`src/pbio_pkg.sv`:
```
// Constants and types for the port B I/O and interrupt control block
package pbio_pkg;
  localparam logic [7:0] PBIO_ADDR_PORT   = 8'h06;
  localparam logic [7:0] PBIO_ADDR_PWR    = 8'h08;
  localparam logic [7:0] PBIO_ADDR_WAKE   = 8'h09;
  localparam logic [7:0] PBIO_ADDR_PDN    = 8'h0B;
  localparam logic [7:0] PBIO_ADDR_ODR    = 8'h0C;
  localparam logic [7:0] PBIO_ADDR_PUP    = 8'h0D;
  localparam logic [7:0] PBIO_ADDR_IEN    = 8'h0E;
  localparam logic [7:0] PBIO_ADDR_IFLG   = 8'h0F;

  localparam logic [7:0] PBIO_RST_DIR     = 8'hFF;
  localparam logic [7:0] PBIO_RST_CFG     = 8'hBF;
  localparam logic [7:0] PBIO_RST_PWR     = 8'hFF;
  localparam logic [7:0] PBIO_RST_PULL    = 8'hFF;
  localparam logic [7:0] PBIO_RST_ZERO    = 8'h00;
  localparam logic [7:0] PBIO_PWR_ONES    = 8'h1F;
  localparam logic [7:0] PBIO_IEN_ONES    = 8'h78;
  localparam logic [7:0] PBIO_IFLG_MASK   = 8'h07;
  localparam logic [7:0] PBIO_PDN_CTRL    = 8'h70;
  localparam logic [7:0] PBIO_PIN_MASK    = 8'hF7;

  localparam int PBIO_PWR_WDT  = 7;
  localparam int PBIO_PWR_EIS  = 6;
  localparam int PBIO_PWR_LVD  = 5;
  localparam int PBIO_PDN_LSB  = 4;
  localparam int PBIO_IEN_TMR  = 0;
  localparam int PBIO_IEN_CHG  = 1;
  localparam int PBIO_IEN_EXT  = 2;
  localparam int PBIO_IEN_GIE  = 7;
  localparam int PBIO_CFG_EDG  = 6;
  localparam int PBIO_CFG_TCS  = 5;
  localparam int PBIO_CFG_TSE  = 4;
  localparam int PBIO_CFG_PSA  = 3;
  localparam int PBIO_PIN_INP  = 3;
  localparam int PBIO_PIN_TCK  = 2;

  localparam logic [9:0] PBIO_IRQ_VECTOR = 10'h008;

  typedef enum logic [1:0] {
    PBIO_WAKE_NONE   = 2'b00,
    PBIO_WAKE_RESUME = 2'b01,
    PBIO_WAKE_VECTOR = 2'b10
  } pbio_wake_t;
endpackage

```
`src/pbio_pin_if.sv`:
```
// Bundle of per-pin control signals between the control and pad logic
`timescale 1ns/1ps
interface pbio_pin_if;
  logic [7:0] latch;
  logic [7:0] dir;
  logic [7:0] odr;
  logic [7:0] pup_n;
  logic [7:0] pdn_n;
  logic       force_t2;
  logic [7:0] pin_oe;
  logic [7:0] pin_out;
  logic [7:0] pup_on;
  logic [7:0] pdn_on;
  modport ctrl (output latch, dir, odr, pup_n, pdn_n, force_t2, input pin_oe, pin_out, pup_on, pdn_on);
  modport pad  (input latch, dir, odr, pup_n, pdn_n, force_t2, output pin_oe, pin_out, pup_on, pdn_on);
endinterface

```
`src/pbio_pad_ctrl.sv`:
```
// Pin driver and weak pull control for the eight port pins
`timescale 1ns/1ps
module pbio_pad_ctrl
  import pbio_pkg::*;
(
  pbio_pin_if.pad p
);
  logic [7:0] is_out;
  genvar g;
  generate
    for (g = 0; g < 8; g++) begin : g_pin
      if (g == PBIO_PIN_INP) begin : g_inp
        assign is_out[g] = 1'b0;
      end else if (g == PBIO_PIN_TCK) begin : g_tck
        assign is_out[g] = ~p.dir[g] & ~p.force_t2;
      end else begin : g_io
        assign is_out[g] = ~p.dir[g];
      end
      // Open drain only pulls low; a high latch releases the pin
      assign p.pin_out[g] = p.latch[g];
      assign p.pin_oe[g]  = is_out[g] & ~(p.odr[g] & p.latch[g]);
      assign p.pup_on[g]  = ~p.pup_n[g] & ~is_out[g];
      assign p.pdn_on[g]  = ~p.pdn_n[g] & ~is_out[g];
    end
  endgenerate
endmodule

```
`src/pbio_edge_sync.sv`:
```
// Three-stage pin synchroniser with agreement filter
`timescale 1ns/1ps
module pbio_edge_sync (
  // Clock and reset
  input  wire logic       clk_i,
  input  wire logic       sys_rst_i,
  // Pins
  input  wire logic [7:0] async_i,
  output logic      [7:0] sync_o
);
  logic [7:0] s1_r;
  logic [7:0] s2_r;
  logic [7:0] s3_r;
  always_ff @(posedge clk_i) begin
    if (sys_rst_i) begin
      s1_r <= 8'h00;
      s2_r <= 8'h00;
      s3_r <= 8'h00;
    end else begin
      s1_r <= async_i;
      s2_r <= s1_r;
      s3_r <= s2_r;
    end
  end
  // A bit moves only once the two later stages agree
  always_ff @(posedge clk_i) begin
    if (sys_rst_i) begin
      sync_o <= 8'h00;
    end else begin
      sync_o <= (s2_r & s3_r) | (sync_o & (s2_r | s3_r));
    end
  end
endmodule

```
`src/pbio_top.sv`:
```
// Port B control: registers, pin control and interrupt flags
`timescale 1ns/1ps
module pbio_top
  import pbio_pkg::*;
(
  // Clock and reset
  input  wire logic       clk_i,
  input  wire logic       sys_rst_i,
  // Register file access from the core
  input  wire logic [7:0] reg_addr_i,
  input  wire logic       reg_wr_i,
  input  wire logic       reg_rd_i,
  input  wire logic [7:0] reg_wdata_i,
  output logic      [7:0] reg_rdata_o,
  // Instruction strobes; the two load strobes carry the accumulator
  input  wire logic [7:0] acc_i,
  input  wire logic       dir_load_i,
  input  wire logic       cfg_load_i,
  input  wire logic       return_from_irq_instr_i,
  // Core events
  input  wire logic       timer_ovf_i,
  input  wire logic       sleeping_i,
  input  wire logic [7:0] alt_func_i,
  // Pins
  input  wire logic [7:0] pin_i,
  output logic      [7:0] pin_o,
  output logic      [7:0] pin_oe_o,
  output logic      [7:0] pull_up_o,
  output logic      [7:0] pull_down_o,
  // Controls to other blocks
  output logic            watchdog_enable_o,
  output logic            low_voltage_detect_enable_o,
  output logic            timer_clock_source_o,
  output logic            timer_source_edge_o,
  output logic            prescaler_assign_o,
  output logic      [7:0] timer_div_o,
  output logic      [7:0] watchdog_div_o,
  // Interrupt to the core
  output logic            irq_take_o,
  output logic            wake_o,
  output pbio_pkg::pbio_wake_t wake_kind_o,
  output logic      [9:0] irq_vector_o
);
  import pbio_pkg::*;

  logic [7:0] latch_r;
  logic [7:0] dir_r;
  logic [7:0] cfg_r;
  logic [7:0] pwr_r;
  logic [7:0] wake_en_r;
  logic [7:0] pdn_r;
  logic [7:0] odr_r;
  logic [7:0] pup_r;
  logic [7:0] ien_r;
  logic [2:0] flag_r;
  logic [7:0] ref_r;
  logic       ext_prev_r;
  logic [7:0] pins_s;
  logic [7:0] rd_nxt;
  logic       ext_lvl;
  logic       ext_edge;
  logic       chg_evt;
  logic [7:0] chg_mask;
  logic [2:0] evt;
  logic       port_acc;

  function automatic logic hit(input logic [7:0] a, input logic [7:0] off, input logic en);
    return en && (a == off);
  endfunction

  pbio_pin_if pif();

  pbio_edge_sync pbio_edge_sync_inst (
    .clk_i     (clk_i),
    .sys_rst_i (sys_rst_i),
    .async_i   (pin_i),
    .sync_o    (pins_s)
  );

  pbio_pad_ctrl pbio_pad_ctrl_inst (
    .p (pif)
  );

  assign pif.latch    = latch_r;
  assign pif.dir      = dir_r;
  assign pif.odr      = odr_r;
  assign pif.pup_n    = {pup_r[7:4], 1'b1, pup_r[2:0]};
  assign pif.pdn_n    = {5'h1F, pdn_r[6:4]};
  assign pif.force_t2 = cfg_r[PBIO_CFG_TCS];
  assign pin_o        = pif.pin_out;
  assign pin_oe_o     = pif.pin_oe;
  assign pull_up_o    = pif.pup_on;
  assign pull_down_o  = pif.pdn_on;

  assign port_acc = hit(reg_addr_i, PBIO_ADDR_PORT, reg_wr_i | reg_rd_i);

  // Output latch; pin three has none that drives
  always_ff @(posedge clk_i) begin
    if (sys_rst_i) begin
      latch_r <= PBIO_RST_ZERO;
    end else if (hit(reg_addr_i, PBIO_ADDR_PORT, reg_wr_i)) begin
      latch_r <= reg_wdata_i;
    end
  end

  always_ff @(posedge clk_i) begin
    if (sys_rst_i) begin
      dir_r <= PBIO_RST_DIR;
    end else if (dir_load_i) begin
      dir_r <= acc_i;
    end
  end

  always_ff @(posedge clk_i) begin
    if (sys_rst_i) begin
      cfg_r <= PBIO_RST_CFG;
    end else if (cfg_load_i) begin
      cfg_r <= acc_i;
    end
  end

  // Control registers written over the register file
  always_ff @(posedge clk_i) begin
    if (sys_rst_i) begin
      pwr_r     <= PBIO_RST_PWR;
      wake_en_r <= PBIO_RST_ZERO;
      pdn_r     <= PBIO_RST_PULL;
      odr_r     <= PBIO_RST_ZERO;
      pup_r     <= PBIO_RST_PULL;
    end else if (reg_wr_i) begin
      if (reg_addr_i == PBIO_ADDR_PWR) begin
        pwr_r <= reg_wdata_i | PBIO_PWR_ONES;
      end
      if (reg_addr_i == PBIO_ADDR_WAKE) begin
        wake_en_r <= reg_wdata_i;
      end
      if (reg_addr_i == PBIO_ADDR_PDN) begin
        pdn_r <= reg_wdata_i;
      end
      if (reg_addr_i == PBIO_ADDR_ODR) begin
        odr_r <= reg_wdata_i;
      end
      if (reg_addr_i == PBIO_ADDR_PUP) begin
        pup_r <= reg_wdata_i;
      end
    end
  end

  assign watchdog_enable_o           = pwr_r[PBIO_PWR_WDT];
  assign low_voltage_detect_enable_o = pwr_r[PBIO_PWR_LVD];
  assign timer_clock_source_o        = cfg_r[PBIO_CFG_TCS];
  assign timer_source_edge_o         = cfg_r[PBIO_CFG_TSE];
  assign prescaler_assign_o          = cfg_r[PBIO_CFG_PSA];
  // Divisions encoded as log2 of the ratio
  assign timer_div_o    = {5'h00, cfg_r[2:0]} + 8'h01;
  assign watchdog_div_o = {5'h00, cfg_r[2:0]};

  // External pin edge detect, only while the select bit routes pin zero
  assign ext_lvl  = pins_s[0];
  assign ext_edge = pwr_r[PBIO_PWR_EIS] &
                    (cfg_r[PBIO_CFG_EDG] ? (ext_lvl & ~ext_prev_r) : (~ext_lvl & ext_prev_r));

  always_ff @(posedge clk_i) begin
    if (sys_rst_i) begin
      ext_prev_r <= 1'b0;
    end else begin
      ext_prev_r <= ext_lvl;
    end
  end

  // Change detect over enabled input pins, excluding pin zero in interrupt mode
  assign chg_mask = wake_en_r & dir_r & {7'h7F, ~pwr_r[PBIO_PWR_EIS]};
  assign chg_evt  = ien_r[PBIO_IEN_CHG] & |((pins_s ^ ref_r) & chg_mask);

  always_ff @(posedge clk_i) begin
    if (sys_rst_i) begin
      ref_r <= PBIO_RST_ZERO;
    end else if (port_acc) begin
      ref_r <= pins_s;
    end
  end

  assign evt = {ext_edge, chg_evt, timer_ovf_i};

  // Events win over a software clear in the same cycle
  always_ff @(posedge clk_i) begin
    if (sys_rst_i) begin
      flag_r <= 3'b000;
    end else if (hit(reg_addr_i, PBIO_ADDR_IFLG, reg_wr_i)) begin
      flag_r <= (flag_r & reg_wdata_i[2:0]) | evt;
    end else begin
      flag_r <= flag_r | evt;
    end
  end

  assign irq_take_o = ien_r[PBIO_IEN_GIE] & |(flag_r & ien_r[2:0]);
  assign wake_o     = sleeping_i & |(flag_r & ien_r[2:0]);
  assign irq_vector_o = PBIO_IRQ_VECTOR;

  always_comb begin
    if (!wake_o) begin
      wake_kind_o = PBIO_WAKE_NONE;
    end else if (ien_r[PBIO_IEN_GIE]) begin
      wake_kind_o = PBIO_WAKE_VECTOR;
    end else begin
      wake_kind_o = PBIO_WAKE_RESUME;
    end
  end

  // Hardware clears global enable on take; return sets it
  always_ff @(posedge clk_i) begin
    if (sys_rst_i) begin
      ien_r <= PBIO_IEN_ONES;
    end else begin
      if (hit(reg_addr_i, PBIO_ADDR_IEN, reg_wr_i)) begin
        ien_r <= reg_wdata_i | PBIO_IEN_ONES;
      end
      if (irq_take_o) begin
        ien_r[PBIO_IEN_GIE] <= 1'b0;
      end else if (return_from_irq_instr_i) begin
        ien_r[PBIO_IEN_GIE] <= 1'b1;
      end
    end
  end

  always_comb begin
    case (reg_addr_i)
      PBIO_ADDR_PORT: rd_nxt = pins_s & ~alt_func_i;
      PBIO_ADDR_PWR:  rd_nxt = pwr_r | PBIO_PWR_ONES;
      PBIO_ADDR_WAKE: rd_nxt = wake_en_r;
      PBIO_ADDR_PDN:  rd_nxt = pdn_r;
      PBIO_ADDR_ODR:  rd_nxt = odr_r;
      PBIO_ADDR_PUP:  rd_nxt = pup_r;
      PBIO_ADDR_IEN:  rd_nxt = ien_r | PBIO_IEN_ONES;
      PBIO_ADDR_IFLG: rd_nxt = {5'h00, flag_r & ien_r[2:0]};
      default:        rd_nxt = 8'h00;
    endcase
  end

  always_ff @(posedge clk_i) begin
    if (sys_rst_i) begin
      reg_rdata_o <= 8'h00;
    end else if (reg_rd_i) begin
      reg_rdata_o <= rd_nxt;
    end
  end
endmodule

```
`config.mk`:
```
export PLATFORM = sky130hd
export DESIGN_NAME = pbio_top
export DESIGN_NICKNAME = d
export VERILOG_FILES = /design/src/pbio_pkg.sv /design/src/pbio_pin_if.sv /design/src/pbio_pad_ctrl.sv /design/src/pbio_edge_sync.sv /design/src/pbio_top.sv
export SDC_FILE = /design/constraint.sdc
export NUM_CORES = 1
export LEC_CHECK = 0
export BUFFER_PORTS_ARGS = -buffer_cell sky130_fd_sc_hd__buf_2
export CORE_UTILIZATION = 37
export CTS_CLUSTER_DIAMETER = 100
export DETAILED_ROUTE_END_ITERATION = 10
export MAX_ROUTING_LAYER = met4
export SLEW_MARGIN = 25
export SYNTH_ARGS = -nofsm -noshare
export SYNTH_HDL_FRONTEND = slang
export SYNTH_SLANG_ARGS = --single-unit
```
`constraint.sdc`:
```
create_clock -name clk_i -period 3.77 [get_ports clk_i]
set_clock_uncertainty 0.2 [all_clocks]
set_input_delay 0.9425 -clock clk_i [delete_from_list [all_inputs] [get_ports clk_i]]
set_output_delay 0.9425 -clock clk_i [all_outputs]
set_load 0.03 [all_outputs]
```
==> results summary <==
The flow ran to the end, and the final reports show no timing, DRC or antenna violations. Headroom to the max-slew limit came out at 44.5%. Counting flops and latches in the post-synthesis netlist gives 114. The fraction of layout instances using a drive strength above 1 is 21.1%.

The root buffer cell is clkbuf_16. The worst hold slack after final layout is 233 ps. The highest ir drop seen on vdd came out at 0.000271 V.

The routed design uses 764 um of met3 wire. In the final routing, the length of wire on met1 measures 6.08 mm. The area of the die is 14100 sq um. The number of setup buffers added after CTS came out at 0. In this run the power density over the cells is 488 nW/um^2. For this design, the CTS-stage hold fixing added 0 buffers. Setup repair after global routing left no endpoint under its margin.

The commonest non-fill, non-tap cell in the layout is dfxtp_1. The peak fanout along the critical path came out at 3. Counting cells, the worst reg-to-reg path comes to 5. The global-route usage over all layers came out at 20.3%. The startpoint identified for the worst register-to-register timing path is pup_r[2]. The horizontal extent of the die is 119 um. The clock-pin slew reported for the worst setup and hold paths after clock tree synthesis is 50 ps.

The CTS tree is done. In this run, the number of DRC markers left after iteration 0 of detailed routing was 301. The count of buffers inserted at the top-level ports came out at 97. The arrival time at the worst endpoint came out at 1610 ps. The number of stages on the worst hold path came out at 1. In this run the remaining antenna-violating nets after routing total 0. The worst reg-to-reg setup slack came out at 2170 ps. The clock sink count came out at 114. Post-CTS repair changed the size of 0 cells.

The sum of overflow across all layers after global routing is 0. The mapped cell area is 5030 sq um. The synthesized instance count came out at 554. The number of vias in the routed layout came out at 4174.

The final number of setup-violating endpoints came out at 0. The startpoint identified for the worst hold timing path is pbio_edge_sync_inst.s1_r[5]. After filler insertion, the fill cell instance count of the layout stands at 1321. The number of antenna violations at the first check in global routing is 0. Detailed routing placed a total of 6.17 mm of wire on met2. The worst setup path is of the reg2out kind.

The leading register cell type out of synthesis is dfxtp_1. The global-route wire length before repair came out at 20.9 mm. STA classifies the critical path endpoint as an output pin. The path class of the tightest hold or removal check is reg2reg. The effective utilization at floorplan is 38.0%. In the final layout, flip-flops and latches occupy 2280 sq um. The final count of pins violating max slew came out at 0. The average wire per standard cell is 16.1 um.

Clock tree synthesis inserted a total of 17 buffers. Timing would allow up to 0.363 GHz. STA puts the critical path data required time at 2630 ps.

The setup slack after placement is 772 ps. The fraction of synthesis flops using an asynchronous set or reset pin came out at 0%. The minimum period implied by the final worst setup slack is 2760 ps. The total iterations of the first detailed-routing run is 4.

The transition time at the pin with the least slew margin is 826 ps. The final-stage net count is 689. After floorplanning, the core was divided into 42 placement rows.

Routed signal wires occupy layers up through met4. CTS built an H-tree with a depth of 4. The count of max-cap constraint violations is 0. The die span in y is 119 um.

The routed wire length came out at 13.3 mm. During synthesis, Yosys emitted a total of 0 warnings. The worst-case clock buffer depth came out at 2. The worst-case hold path end point is pbio_edge_sync_inst.s2_r[5]. The total chip power is 2.95 mW. The via count of the first global-routing pass came out at 3949.

Compared with the post-synthesis result, the final layout area differs by 20.3%. The via-per-instance ratio came out at 5.05. In this run the static leakage power is 2.70 nW.

The sequential element share of the synthesized area came out at 45.4%. The number of top-level design ports is 124. The critical path startpoint category is a flip-flop. The final weighted congestion in routability-driven placement came out at 0.886.

Detailed placement ended at an HPWL of 9.51 mm. The DRC violation count after routing came out at 0. The mean instance size in the synthesized netlist is 9.07 sq um. The clock latency on the worst-skew pair is 410 ps. In the post-route analysis, the smallest setup slack over all paths is 1010 ps. The final-layout setup total negative slack is 0 ps. The worst register-to-register path ends at reg_rdata_o[2]. The count of final hold-check violations came to 0. The area of the core is 13200 sq um. The count of different cell masters after synthesis came out at 52. The area of combinational cells with multiple inputs came out at 2450 sq um. In the layout the commonest cells are 114 x dfxtp_1, 97 x buf_2, 65 x mux2i_1. The largest net degree at the start of global routing is 101. The count of flip-flops with a built-in enable after synthesis came out at 0. The final critical-path share of the clock period is 73.1%.
-- cells in the mapped netlist (all sizes together), types with 2 or more instances --
master / instances / area share, %
a221oi: 6 / 1.4
a211oi: 3 / 0.45
a22oi: 2 / 0.30
mux2i: 65 / 13
or3: 2 / 0.25
o21ai: 20 / 2.0
a21oi: 34 / 3.4
nand3: 16 / 1.7
nand4: 4 / 0.50
o31ai: 2 / 0.30
xor2: 9 / 1.6
o211ai: 5 / 0.75
nor2: 61 / 4.9
nand2b: 4 / 0.50
o31a: 4 / 0.70
nor3: 12 / 1.3
a31oi: 4 / 0.50
inv: 11 / 0.82
conb: 2 / 0.15
nor4: 2 / 0.67
nor3b: 2 / 0.30
nor2b: 40 / 5.0
clkbuf: 16 / 1.2
dfxtp: 114 / 45
a32oi: 3 / 0.52
and2: 2 / 0.25
buf: 41 / 5.5
nand2: 52 / 3.9
-- final cells by class --
type                            count  share of cell area (%)
Tap cell                          176                    3.64
Inverter                           12                   0.745
Sequential cell                   114                    37.7
Timing Repair Buffer               99                    8.34
Multi-Input combinational cell    395                    40.6
Clock inverter                      5                   0.911
Antenna cell                        1                  0.0414
Clock buffer                       24                    7.97
-- logic make-up after synthesis --
kind of cell | after synthesis | share of synthesized area (%)
AND/OR/NAND/NOR | 203 | 20.4
flip-flops | 114 | 45.4
AO/OA/AOI/OAI | 90 | 11.5
buffers and inverters | 69 | 7.57
multiplexers | 66 | 13.2
XOR/XNOR | 9 | 1.57
other | 2 | 0.149
adder cells (fa/ha/maj) | 1 | 0.249
-- power breakdown --
part	total (mW)	internal (mW)	switching (mW)
clock network	1.47	0.943	0.527
registers	1.25	1.23	0.0189
logic	0.230	0.0684	0.162
total	2.95	2.24	0.708
-- flip-flops by register name, summed over array words and instances (netlist names), 7 cells and up --
register,flops
pbio_edge_sync_inst.s1_r,8
dir_r,8
odr_r,8
pbio_edge_sync_inst.s2_r,8
pup_r,8
pbio_edge_sync_inst.sync_o,8
ref_r,8
cfg_r,7
latch_r,8
wake_en_r,8
pbio_edge_sync_inst.s3_r,8
pdn_r,8
reg_rdata_o,8
-- through the flow --
step / util, % / instances / instance area (sq um)
6_report: 45.7 / 826 / 6050
4_1_cts: 45.6 / 825 / 6040
3_3_place_gp: 41.6 / 796 / 5500
5_1_grt: 45.6 / 825 / 6040
2_1_floorplan: - / 578 / 5120
3_5_place_dp: 41.6 / 796 / 5500
-- worst max path at each step --
stage,depth (start not counted),start,to
CTS,4,flag_r[0],wake_kind_o[1]
detailed placement,6,reg_addr_i[5],ien_r[7]
global placement,6,reg_addr_i[5],ien_r[7]
global route,4,flag_r[0],wake_kind_o[1]
finish,4,flag_r[0],wake_kind_o[1]
floorplan,2,sleeping_i,wake_kind_o[0]
-- critical path, cell delays in order (launching register included) --
cell      delay, ps
dfxtp_1         320
a222oi_1        420
nor2b_1         130
and2_1          170
buf_2           170
-- metal layers --
layer	vias to the layer above	track usage (%)
met5	-	-
met4	0	8.54
met3	21	6.13
met2	138	30.6
met1	1985	25.0
li1	2030	-
Note: power is estimated with default switching activity, not from simulation.
